<file path="src/rtl/eeprom_defs.svh">
`ifndef EEPROM_DEFS_SVH
`define EEPROM_DEFS_SVH
// How it works
// RULE_01 - three mode lines pick one of seven modes; one code is unused
// RULE_02 - standby keeps address and data registers and floats the data pin
// RULE_03 - erase clears the addressed word so every bit reads low
// RULE_04 - accept-address shifts one pin bit into the address registers per clock pulse
// RULE_05 - address is two one-of-ten digits, tens then units, decoded to a word
// RULE_06 - array holds one hundred words of fourteen bits; data register is fourteen bits
// RULE_07 - read copies the addressed word into the data register, pin stays floating
// RULE_08 - shift-out enables the driver and shifts data register out per clock pulse
// RULE_09 - write programs the data register into the addressed word
// RULE_10 - accept-data shifts pin bits into the data register, address untouched
// RULE_11 - pin is input in accept modes, driven only in shift-out, else floating
// RULE_12 - controller supplies a 14 kHz clock, 11.2 to 16.8 kHz, in every mode but standby
// RULE_13 - controller may park the clock high only during standby
// RULE_14 - controller holds erase or write for 16 to 24 ms per word
// RULE_15 - controller erases a word before writing it
// RULE_16 - serial transfers go least significant bit first, full register width each
// RULE_17 - the unused mode code behaves exactly like standby

// ---------------------------------------------------------------
// mode codes on {mode_select_a, mode_select_b, mode_select_c}
// ---------------------------------------------------------------
`define MODE_CODE_STANDBY 3'h7
`define MODE_CODE_UNUSED 3'h6
`define MODE_CODE_ERASE 3'h5
`define MODE_CODE_ACC_ADDR 3'h4
`define MODE_CODE_READ 3'h3
`define MODE_CODE_SHIFT_OUT 3'h2
`define MODE_CODE_WRITE 3'h1
`define MODE_CODE_ACC_DATA 3'h0

// ---------------------------------------------------------------
// array shape
// ---------------------------------------------------------------
`define WORD_COUNT 100
`define WORD_WIDTH 14
`define DIGIT_WIDTH 10
`define ADDR_INDEX_WIDTH 7
`define DATA_RESET 14'h0000
`define ADDR_RESET 20'h00000

// ---------------------------------------------------------------
// timing, counted in pulses of the controller clock
// ---------------------------------------------------------------
`define LINK_CLK_NOM_HZ 14000
`define PROG_TIME_MIN_MS 16
`define PROG_PULSES ((`PROG_TIME_MIN_MS * `LINK_CLK_NOM_HZ + 999) / 1000)
`endif

</file>
<file path="src/rtl/eeprom_pkg.sv">
package eeprom_pkg;
    // operating mode decoded from the three mode lines
    typedef enum logic [2:0] {
        MODE_STANDBY,
        MODE_ERASE,
        MODE_ACC_ADDR,
        MODE_READ,
        MODE_SHIFT_OUT,
        MODE_WRITE,
        MODE_ACC_DATA
    } mode_e;

    // erase / write sequencer
    typedef enum logic [1:0] {
        PROG_IDLE,
        PROG_RUN,
        PROG_DONE
    } prog_e;
endpackage : eeprom_pkg

</file>
<file path="src/rtl/serial_word_eeprom.sv">
`timescale 1ns/1ps
`include "eeprom_defs.svh"

module serial_word_eeprom #(
    parameter int WORDS = `WORD_COUNT,
    parameter int WIDTH = `WORD_WIDTH,
    parameter int PROG_PULSES = `PROG_PULSES
) (
    // core clock and reset
    input wire logic CORE_CLK_I,
    input wire logic RESET_I,
    // controller clock and mode lines (asynchronous pins)
    input wire logic LINK_CLK_I,
    input wire logic MODE_SELECT_A_I,
    input wire logic MODE_SELECT_B_I,
    input wire logic MODE_SELECT_C_I,
    // bidirectional data pin, split
    input wire logic DATA_I,
    output logic DATA_O,
    output logic DATA_OE_O,
    // programming in progress
    output logic PROG_BUSY_O
);

    // ---------------------------------------------------------------
    // local sizes
    // ---------------------------------------------------------------
    localparam int ADDR_BITS = 2 * `DIGIT_WIDTH;
    localparam int CNT_W = $clog2(PROG_PULSES + 1);
    localparam logic [CNT_W-1:0] PROG_LAST = CNT_W'(PROG_PULSES);

    // ---------------------------------------------------------------
    // functions
    // ---------------------------------------------------------------
    // one-of-ten digit to binary; 4'hF marks a bad code
    function automatic logic [3:0] digit_decode(input logic [`DIGIT_WIDTH-1:0] code);
        logic [3:0] val;
        val = 4'hF;
        for (int i = 0; i < `DIGIT_WIDTH; i++) begin
            if (code == (`DIGIT_WIDTH'(1) << i)) begin
                val = 4'(i);
            end
        end
        return val;
    endfunction : digit_decode

    // pin code to mode; the unused code falls back to standby
    function automatic eeprom_pkg::mode_e mode_decode(input logic [2:0] code);
        eeprom_pkg::mode_e m;
        m = eeprom_pkg::MODE_STANDBY;
        case (code)
            `MODE_CODE_ERASE: m = eeprom_pkg::MODE_ERASE;
            `MODE_CODE_ACC_ADDR: m = eeprom_pkg::MODE_ACC_ADDR;
            `MODE_CODE_READ: m = eeprom_pkg::MODE_READ;
            `MODE_CODE_SHIFT_OUT: m = eeprom_pkg::MODE_SHIFT_OUT;
            `MODE_CODE_WRITE: m = eeprom_pkg::MODE_WRITE;
            `MODE_CODE_ACC_DATA: m = eeprom_pkg::MODE_ACC_DATA;
            default: m = eeprom_pkg::MODE_STANDBY; // RULE_17
        endcase
        return m;
    endfunction : mode_decode

    // ---------------------------------------------------------------
    // pin synchronisers
    // ---------------------------------------------------------------
    logic [2:0] mode_meta_reg;
    logic [2:0] mode_sync_reg;
    logic clk_meta_reg;
    logic clk_sync_reg;
    logic clk_prev_reg;
    logic data_meta_reg;
    logic data_sync_reg;

    // all pins share one depth so clock and data stay aligned
    always_ff @(posedge CORE_CLK_I) begin
        if (RESET_I) begin
            mode_meta_reg <= `MODE_CODE_STANDBY;
            mode_sync_reg <= `MODE_CODE_STANDBY;
            clk_meta_reg <= 1'b1;
            clk_sync_reg <= 1'b1;
            clk_prev_reg <= 1'b1;
            data_meta_reg <= 1'b0;
            data_sync_reg <= 1'b0;
        end else begin
            mode_meta_reg <= {MODE_SELECT_A_I, MODE_SELECT_B_I, MODE_SELECT_C_I};
            mode_sync_reg <= mode_meta_reg;
            clk_meta_reg <= LINK_CLK_I;
            clk_sync_reg <= clk_meta_reg;
            clk_prev_reg <= clk_sync_reg;
            data_meta_reg <= DATA_I;
            data_sync_reg <= data_meta_reg;
        end
    end

    // ---------------------------------------------------------------
    // mode and clock pulse
    // ---------------------------------------------------------------
    eeprom_pkg::mode_e mode;
    logic clk_rise;

    // a pulse is the rising edge of the controller clock; a parked
    // high clock therefore gives no pulse at all
    assign mode = mode_decode(mode_sync_reg); // RULE_01
    assign clk_rise = clk_sync_reg & ~clk_prev_reg;

    // ---------------------------------------------------------------
    // address registers
    // ---------------------------------------------------------------
    logic [ADDR_BITS-1:0] addr_reg;
    logic [ADDR_BITS-1:0] addr_next;
    logic [3:0] tens_digit;
    logic [3:0] units_digit;
    logic addr_valid;
    logic [`ADDR_INDEX_WIDTH-1:0] tens_scaled;
    logic [`ADDR_INDEX_WIDTH-1:0] word_index;

    // new bits enter at the top, so after twenty pulses the first
    // digit sent (tens) sits in the low half
    always_comb begin
        addr_next = addr_reg;
        if (mode == eeprom_pkg::MODE_ACC_ADDR && clk_rise) begin // RULE_04
            addr_next = {data_sync_reg, addr_reg[ADDR_BITS-1:1]}; // RULE_16
        end
    end

    always_ff @(posedge CORE_CLK_I) begin
        if (RESET_I) begin
            addr_reg <= `ADDR_RESET;
        end else begin
            addr_reg <= addr_next; // RULE_02
        end
    end

    // bad digit codes select no word at all
    assign tens_digit = digit_decode(addr_reg[`DIGIT_WIDTH-1:0]); // RULE_05
    assign units_digit = digit_decode(addr_reg[ADDR_BITS-1:`DIGIT_WIDTH]); // RULE_05
    assign addr_valid = (tens_digit != 4'hF) && (units_digit != 4'hF);
    // both factors widened first so the product is never cut to four bits;
    // a bad tens digit wraps the index and a bad units digit skews it; addr_valid masks both off
    assign tens_scaled = `ADDR_INDEX_WIDTH'(tens_digit) * `ADDR_INDEX_WIDTH'(4'hA);
    assign word_index = tens_scaled + `ADDR_INDEX_WIDTH'(units_digit);

    // ---------------------------------------------------------------
    // memory array
    // ---------------------------------------------------------------
    logic [WIDTH-1:0] mem_reg [WORDS];
    logic [WIDTH-1:0] read_word;
    // data register is declared here because the array update reads it
    logic [WIDTH-1:0] data_reg;
    logic [WIDTH-1:0] data_next;

    // an invalid address reads as all low
    assign read_word = addr_valid ? mem_reg[word_index] : `DATA_RESET; // RULE_06

    // ---------------------------------------------------------------
    // erase / write sequencer
    // ---------------------------------------------------------------
    eeprom_pkg::prog_e prog_reg;
    eeprom_pkg::prog_e prog_next;
    logic [CNT_W-1:0] pulse_cnt_reg;
    logic prog_mode;
    logic prog_commit;
    eeprom_pkg::mode_e mode_prev_reg;
    logic mode_changed;

    // a direct step from erase to write is a new hold and must restart
    // the count; otherwise the second operation would sit in the done
    // state and never commit
    always_ff @(posedge CORE_CLK_I) begin
        if (RESET_I) begin
            mode_prev_reg <= eeprom_pkg::MODE_STANDBY;
        end else begin
            mode_prev_reg <= mode;
        end
    end

    assign mode_changed = (mode != mode_prev_reg);

    assign prog_mode = (mode == eeprom_pkg::MODE_ERASE) || (mode == eeprom_pkg::MODE_WRITE);
    assign prog_commit = (prog_reg == eeprom_pkg::PROG_RUN) && clk_rise && (pulse_cnt_reg == PROG_LAST);

    // the cell is changed once, after the least program time has been
    // counted in controller pulses; a shorter hold leaves it untouched
    always_comb begin
        prog_next = prog_reg;
        case (prog_reg)
            eeprom_pkg::PROG_IDLE: begin
                if (prog_mode) begin
                    prog_next = eeprom_pkg::PROG_RUN;
                end
            end
            eeprom_pkg::PROG_RUN: begin
                if (!prog_mode || mode_changed) begin
                    prog_next = eeprom_pkg::PROG_IDLE;
                end else if (prog_commit) begin
                    prog_next = eeprom_pkg::PROG_DONE;
                end
            end
            // one idle cycle between two holds lets the counter reload
            eeprom_pkg::PROG_DONE: begin
                if (!prog_mode || mode_changed) begin
                    prog_next = eeprom_pkg::PROG_IDLE;
                end
            end
            default: prog_next = eeprom_pkg::PROG_IDLE;
        endcase
    end

    always_ff @(posedge CORE_CLK_I) begin
        if (RESET_I) begin
            prog_reg <= eeprom_pkg::PROG_IDLE;
        end else begin
            prog_reg <= prog_next;
        end
    end

    // pulse counter restarts on every new erase or write hold
    always_ff @(posedge CORE_CLK_I) begin
        if (RESET_I) begin
            pulse_cnt_reg <= '0;
        end else if (prog_reg != eeprom_pkg::PROG_RUN) begin
            pulse_cnt_reg <= CNT_W'(1);
        end else if (clk_rise && pulse_cnt_reg != PROG_LAST) begin
            pulse_cnt_reg <= pulse_cnt_reg + CNT_W'(1);
        end
    end

    // array update; write only sets bits, so a word is erased first
    always_ff @(posedge CORE_CLK_I) begin
        if (prog_commit && addr_valid && mode == eeprom_pkg::MODE_ERASE) begin
            mem_reg[word_index] <= `DATA_RESET; // RULE_03
        end else if (prog_commit && addr_valid && mode == eeprom_pkg::MODE_WRITE) begin
            mem_reg[word_index] <= mem_reg[word_index] | data_reg; // RULE_09
        end
    end

    assign PROG_BUSY_O = (prog_reg == eeprom_pkg::PROG_RUN);

    // ---------------------------------------------------------------
    // data register
    // ---------------------------------------------------------------
    // shift-out moves right with zero fill, so a second pass reads zeros
    // read copies on every core cycle, so a short read hold is enough
    always_comb begin
        data_next = data_reg;
        case (mode)
            eeprom_pkg::MODE_READ: begin
                data_next = read_word; // RULE_07
            end
            eeprom_pkg::MODE_ACC_DATA: begin
                if (clk_rise) begin
                    data_next = {data_sync_reg, data_reg[WIDTH-1:1]}; // RULE_10
                end
            end
            eeprom_pkg::MODE_SHIFT_OUT: begin
                if (clk_rise) begin
                    data_next = {1'b0, data_reg[WIDTH-1:1]}; // RULE_08
                end
            end
            default: data_next = data_reg; // RULE_02
        endcase
    end

    always_ff @(posedge CORE_CLK_I) begin
        if (RESET_I) begin
            data_reg <= `DATA_RESET;
        end else begin
            data_reg <= data_next;
        end
    end

    // ---------------------------------------------------------------
    // pin driver
    // ---------------------------------------------------------------
    // registered so the pin never glitches on a mode decode; taken from
    // data_next so bit0 shows on the same edge as the enable
    always_ff @(posedge CORE_CLK_I) begin
        if (RESET_I) begin
            DATA_O <= 1'b0;
        end else begin
            DATA_O <= data_next[0]; // RULE_08
        end
    end

    // enable follows the synchronised mode only, so it changes on a
    // clean core edge; the controller sees it a few core cycles late
    always_ff @(posedge CORE_CLK_I) begin
        if (RESET_I) begin
            DATA_OE_O <= 1'b0;
        end else begin
            DATA_OE_O <= (mode == eeprom_pkg::MODE_SHIFT_OUT); // RULE_11
        end
    end

endmodule : serial_word_eeprom

</file>
<file path="config.mk">
export PLATFORM = sky130hd
export DESIGN_NAME = serial_word_eeprom
export DESIGN_NICKNAME = d
export VERILOG_FILES = /design/src/rtl/eeprom_pkg.sv /design/src/rtl/serial_word_eeprom.sv
export VERILOG_INCLUDE_DIRS = /design/src /design/src/rtl
export SDC_FILE = /design/constraint.sdc
export NUM_CORES = 1
export LEC_CHECK = 0
export ABC_CLOCK_PERIOD_IN_PS = 22800
export BUFFER_PORTS_ARGS = -buffer_cell sky130_fd_sc_hd__buf_2
export CAP_MARGIN = 25
export CORE_MARGIN = 3
export CORE_UTILIZATION = 30
export CTS_CLUSTER_SIZE = 25
export DETAILED_ROUTE_END_ITERATION = 10
export PLACE_DENSITY = 0.5
export SKIP_CTS_REPAIR_TIMING = 1
export SLEW_MARGIN = 25
export SYNTH_ARGS = -nofsm -noshare
export SYNTH_HDL_FRONTEND = slang
export SYNTH_SLANG_ARGS = --single-unit
</file>
<file path="constraint.sdc">
create_clock -name CORE_CLK_I -period 22.8 [get_ports CORE_CLK_I]
set_input_delay 1.14 -clock CORE_CLK_I [delete_from_list [all_inputs] [get_ports CORE_CLK_I]]
set_output_delay 1.14 -clock CORE_CLK_I [all_outputs]
set_load 0.05 [all_outputs]
</file>
======== Yosys cells after proc, flatten, opt, wreduce, memory -nomap -nowiden ========
Memories as Yosys holds them, arrays and structs flattened.
Index checks and enable logic that the tools add are counted.
storage, ports and cells
  memories kept ........................... 1
  word-level logic and storage cells ...... 123
  bits in registers ....................... 59
  input port bits ......................... 7
  memory bits (writable) .................. 1,400
  output and inout port bits .............. 3
memories
  name     depth  width  read ports  clocked after Yosys merged registers in  write ports  RTL line                   source
  mem_reg  100    14     1           0                                        1            serial_word_eeprom.sv:146  logic [WIDTH-1:0] mem_reg [WORDS];
operators by class
  muxes and demuxes ....................... 38
  equality and inequality tests ........... 44
  add/sub/neg operators ................... 2
  reduce and logical (&&, ||, !) cells .... 18
  multipliers ............................. 1
  bitwise operators ....................... 4
operator list
  cell                                                                     number
  4-bit 2-to-1 mux                                                         20
  14-bit 2-to-1 mux                                                        4
  14-bit one-hot mux with 3 select lines                                   1
  10-bit by 1-bit equality test with 1-bit output (second input constant)  2
  10-bit equality test (second input constant)                             2
  10-bit by 2-bit equality test with 1-bit output (second input constant)  2
  10-bit by 3-bit equality test with 1-bit output (second input constant)  2
  10-bit by 4-bit equality test with 1-bit output (second input constant)  2
  10-bit by 5-bit equality test with 1-bit output (second input constant)  2
  10-bit by 6-bit equality test with 1-bit output (second input constant)  2
  10-bit by 7-bit equality test with 1-bit output (second input constant)  2
  10-bit by 8-bit equality test with 1-bit output (second input constant)  2
  10-bit by 9-bit equality test with 1-bit output (second input constant)  2
  3-bit one-hot mux with 6 select lines                                    1
  3-bit equality test (second input constant)                              5
  14-bit bitwise OR                                                        1
  3-bit by 2-bit equality test with 1-bit output (second input constant)   4
  8-bit by 1-bit adder with 8-bit output (second input constant)           1
  8-bit equality test (second input constant)                              1
  1-bit logical AND                                                        8
  2-bit 2-to-1 mux                                                         4
  2-bit inequality test (second input constant)                            4
  4-bit inequality test (second input constant)                            2
  8-bit inequality test (second input constant)                            1
  other kinds (21)                                                         30

======== Logic depth before layout (Yosys ltp) ========
  depth in word-level cells ............... 19
  depth in mapped cells ................... 22
  gate-level depth less buffers ........... 20

======== Least setup slack after synthesis ========
Ideal clock, no wire load.
  path kind ............................... reg2reg
  start point ............................. reg addr_reg[8]
  end point ............................... mem mem_reg[0][6] (netlist bit), data pin
  data required time ...................... 22,059 ps
  stages on the path, launching flop included .. 19
  period minus slack after synthesis ...... 8,030 ps
  path buffers ............................ 2
  arrival time ............................ 7,289 ps
  slack ................................... 14,770 ps
  setup time .............................. 741 ps
  cells stage by stage .................... dfxtp_1 > or2_2 > clkbuf_1 > or4_1 > a21oi_1 > inv_1 > ha_1 > ha_1 > fa_1 > and3_1 > a32oi_1 > xor2_1 > xor2_1 > nor2_1 > clkbuf_1 > o31ai_1 > a21oi_1 > or4_1 > a21oi_1
on the way
  cells in the longest elaborated chain, start to end .. 19
  elaborated cells on any way between the ends .. 33
  classes of those cells .................. add/sub (1); mul (1); eq/ne (11); mux (14); bitwise (1); reduce/logical (4); memory (1)
RTL lines
  what                                                                              RTL line                   source
  from (decl)                                                                       serial_word_eeprom.sv:109  logic [ADDR_BITS-1:0] addr_reg;
  from (signal assigned)                                                            serial_word_eeprom.sv:128  addr_reg <= `ADDR_RESET;
  from (signal assigned)                                                            serial_word_eeprom.sv:130  addr_reg <= addr_next;
  10-bit by 1-bit equality test with 1-bit output                                   serial_word_eeprom.sv:40   if (code == (`DIGIT_WIDTH'(1) << i)) begin
  4-bit 2-to-1 mux (9 in series)                                                    serial_word_eeprom.sv:40
  4-bit 2-to-1 mux (*)                                                              serial_word_eeprom.sv:40
  parallel branches: the longest is 7 deep, another holds memory read 100 x 14 bit  -
  14-bit 2-to-1 mux (no line) (*)                                                   -
  to (decl)                                                                         serial_word_eeprom.sv:146
Mark *: on every way between the ends.

======== Worst setup path in the final report ========
  start point ............................. reg addr_reg[15]
  end point ............................... mem mem_reg[9][6] (netlist bit), data pin
on the way
  cells in the longest elaborated chain, start to end .. 19
  elaborated cells on any way between the ends .. 32
  classes of those cells .................. add/sub (1); eq/ne (11); mux (14); bitwise (1); reduce/logical (4); memory (1)
RTL lines
  what                                                                              RTL line
  10-bit by 1-bit equality test with 1-bit output                                   serial_word_eeprom.sv:40
  4-bit 2-to-1 mux (9 in series)                                                    serial_word_eeprom.sv:40
  4-bit 2-to-1 mux (*)                                                              serial_word_eeprom.sv:40
  parallel branches: the longest is 7 deep, another holds memory read 100 x 14 bit  -
  14-bit 2-to-1 mux (no line) (*)                                                   -
Marked as above.

==> parameters.txt <==
Parameter                              Value

Route
  Detail-routed via count per cell ... between 5 and 6
  Final WL ... about 190 mm
  Iteration-0 DRC count of the detailed router ... 4327
  Detailed-route wire length per cell ... 30.66 µm
  Antenna viol nets, final ... 0
  Number of optimization iterations in the first detailed-route pass ... 8
  Via count ... 34470
  DRC errors left ... 0

Clock network
  H-Tree Depth ... 4
  Cell chosen for the clock root ... sky130_fd_sc_hd__clkbuf_16
  Sink Count ... 1459
  CTS tree ... done
  Buffer depth of the longest clock path ... 3
  Skew-Pair Late Insertion Delay ... about 0.80 ns
  Clock Pin Slew Worst Setup and Hold Paths ... 0.06 ns
  Number of buffers created by CTS ... 156

Worst setup path
  Crit Path Max Fanout ... 68
  Number of cells on the worst reg-to-reg path ... 19
  Arrival time of the worst setup path ... 8.73 ns
  Required time of the worst setup path ... about 23 ns
  Start-to-end type of the worst setup path ... flop to flop
  Crit path capture type ... flop
  Worst Setup Start Kind ... flop

Hold path
  Path category of the worst min-delay check ... flop to flop
  Number of cells on the worst hold path ... 1

Synth
  Simple-Gate Fraction of Synth Area ... 0.05563
  Mux share of post-synthesis cell area ... 0.08092
  Post-synthesis share of cell area spent on xor and xnor gates ... 0.003961
  Synthesized area ... approximately 0.057 mm²
  Portion of the post-synthesis area used by sequential elements ... 0.7518
  Syn nets ... around 3500
  Dominant combinational cell family by area after synthesis ... compound AO/OA/AOI/OAI gates
  Flip-flop and latch count after synthesis ... 1459
  Adder-cell share of the synthesized area ... 0.002438
  Share of the synthesized area in compound gates (AO/OA/AOI/OAI) ... 0.08270
  Count of cell types in the netlist ... 85
  Number of instances in the synthesized netlist ... 3500
  Ys async rst share ... 0
  Ys flop type ... sky130_fd_sc_hd__edfxtp_1
  Post-synth EDFFs ... 1400
  Synthesis Warnings ... 0
  Mean area per synthesized cell ... about 16 µm²

Global route
  Number of antenna violations at the first check in global routing ... 6
  Grt ovf ... 0
  Largest net degree at the start of global routing ... 101
  Vias in the first global route ... 33260
  First-pass GRT wire length ... between 200 and 300 mm
  GRT Total Usage ... 0.1922

Layout
  Area of all placed cells without fillers ... 0.06633 mm²
  Synth-to-Final Area Change ... 15.38%
  Post-route insts no fill ... 6276
  # nets final ... about 3700
  Post-route core utilization ... 0.3484
  Flip-flop count of the largest register, all copies and words added ... 1400
  Layout cells sized above 1 ... 0.1701

Placed design
  HPWL after detailed placement ... 113.1 mm
  Routability congestion estimate from global placement ... 0.8449
  Placed Cells ... 5990
  Number of I/O port buffers ... 9
  Post-DP Area ... between 0.06 and 0.07 mm²
  Post-Place Setup Slack ... 14.63 ns

Floorplanning
  Initial core utilization ... 0.3020
  Std-Cell Core Area ... 0.1904 mm²
  Vertical die dimension ... 443.8 µm
  Boundary Pins ... 10
  Die X ... 443.8 µm
  Number of core rows ... 160
  Total Die Area ... between 0.15 and 0.2 mm²

STA
  Time the worst path needs with I/O delays and setup ... approximately 8 ns
  Final WS setup ... about 15 ns
  Fin Clk Skew ... roughly 0.034 ns
  Total count of hold-check failures in the final report ... 0
  Sum of negative setup slack ... 0 ns
  Top achievable clock speed ... 121.3 MHz
  Rel. slew slack ... 0.2748
  Post-route worst hold slack ... 0.4111 ns
  Unrepaired setup endpoints after global routing ... false
  Setup-violating endpoint count in the final report ... 0
  Share of the clock period used by the worst path ... 0.3615
  Tightest Pin Transition ... 1.084 ns
  Max-slew violation count ... 0

Power and ir drop
  Areal power density over the cells ... 80.27 mW/mm²
  Total Power Consumption ... between 5 and 6 mW
  Largest voltage drop on the vdd net ... 57.39 µV
  Leakage dissipation ... 17.77 nW

Job
  Total of max-cap violations ... 0

Status
  Result of the run ... completed
==> cell usage in the layout (no fill, tap or decap), drive strengths merged, types with 8 or more instances in the layout <==
cell / instances
nand3: 67
nand4: 12
a22o: 17
dfxtp: 59
nor2: 192
inv: 32
a21oi: 201
clkinv: 65
o22ai: 63
xor2: 19
edfxtp: 1400
ha: 8
o211ai: 10
or2: 11
o221ai: 10
mux4: 103
nand2b: 12
nor4b: 8
nand2: 321
mux2i: 188
nor3: 21
a31oi: 32
a2111oi: 10
nor2b: 8
a22oi: 52
and3: 17
a221o: 15
or4: 8
nor4: 29
o21ai: 90
mux2: 40
a211oi: 26
a211o: 8
buf: 214
a221oi: 58
a222oi: 19
clkbuf: 197
==> power breakdown <==
part	leakage (nW)	internal, mW	switching (mW)
clock network	2.33	1.34	1.08
registers	10.1	2.89	0.00226
logic	5.33	0.00339	0.00671
==> cells by family after synthesis <==
logic type | count (synthesis)
AND/OR/NAND/NOR | 719
AO/OA/AOI/OAI | 699
adder cells (fa/ha/maj) | 10
multiplexers | 331
flip-flops | 1459
XOR/XNOR | 26
buffers and inverters | 256
==> cells in the mapped netlist, types with 57 or more instances <==
cell,count,area share
sky130_fd_sc_hd__nand3_1,67,0.0058
sky130_fd_sc_hd__mux4_2,103,0.040
sky130_fd_sc_hd__nor2_1,191,0.012
sky130_fd_sc_hd__o21ai_0,87,0.0076
sky130_fd_sc_hd__a221oi_1,57,0.0087
sky130_fd_sc_hd__o22ai_1,63,0.0069
sky130_fd_sc_hd__clkbuf_1,123,0.0080
sky130_fd_sc_hd__edfxtp_1,1400,0.73
sky130_fd_sc_hd__mux2i_1,188,0.033
sky130_fd_sc_hd__nand2_1,320,0.021
sky130_fd_sc_hd__dfxtp_1,59,0.021
sky130_fd_sc_hd__a21oi_1,199,0.017
==> critical path, stage by stage (launching register included) <==
cell	delay, ns
sky130_fd_sc_hd__dfxtp_1	0.54
sky130_fd_sc_hd__xor2_1	0.17
sky130_fd_sc_hd__o21ai_0	0.09
sky130_fd_sc_hd__o32a_1	0.18
sky130_fd_sc_hd__nor4_1	0.25
sky130_fd_sc_hd__a31oi_1	0.14
sky130_fd_sc_hd__ha_4	0.22
sky130_fd_sc_hd__fa_4	1.18
sky130_fd_sc_hd__nand2_2	0.57
sky130_fd_sc_hd__buf_4	0.44
sky130_fd_sc_hd__buf_4	0.32
sky130_fd_sc_hd__a211oi_4	0.26
sky130_fd_sc_hd__buf_4	0.63
sky130_fd_sc_hd__a221o_1	0.27
sky130_fd_sc_hd__nor4_1	0.06
sky130_fd_sc_hd__o31ai_1	0.29
sky130_fd_sc_hd__a21oi_1	0.16
sky130_fd_sc_hd__or4_1	0.60
sky130_fd_sc_hd__a21oi_4	0.71
sky130_fd_sc_hd__buf_4	0.66
==> worst paths after layout <==
kind / start / end / slack [ns]
worst max-delay path: addr_reg[15] / mem_reg[9][6] / 14.56
worst min-delay path: mode_meta_reg[2] / mode_sync_reg[2] / 0.41
worst max register to register: addr_reg[15] / mem_reg[9][6] / 14.56
worst min register to register: mode_meta_reg[2] / mode_sync_reg[2] / 0.41
==> layer usage <==
metal	global-route usage	up-vias	wire length (µm)
met2	0.2973	1796	87580
met5	0	-	0
met3	0.04004	291	17990
met1	0.2715	18160	80950
li1	-	14220	-
met4	0.05939	0	5904
==> cell type report <==
class	instances	area, µm²
fill	17960	124100
sequential	1459	43220
multi-input combinational	1785	13390
clock buffer	197	4098
tap	2511	3142
timing repair buffer	214	1668
clock inverter	83	706.9
inverter	24	91.34
antenna	3	7.507
(Power assumes the default switching activity.)
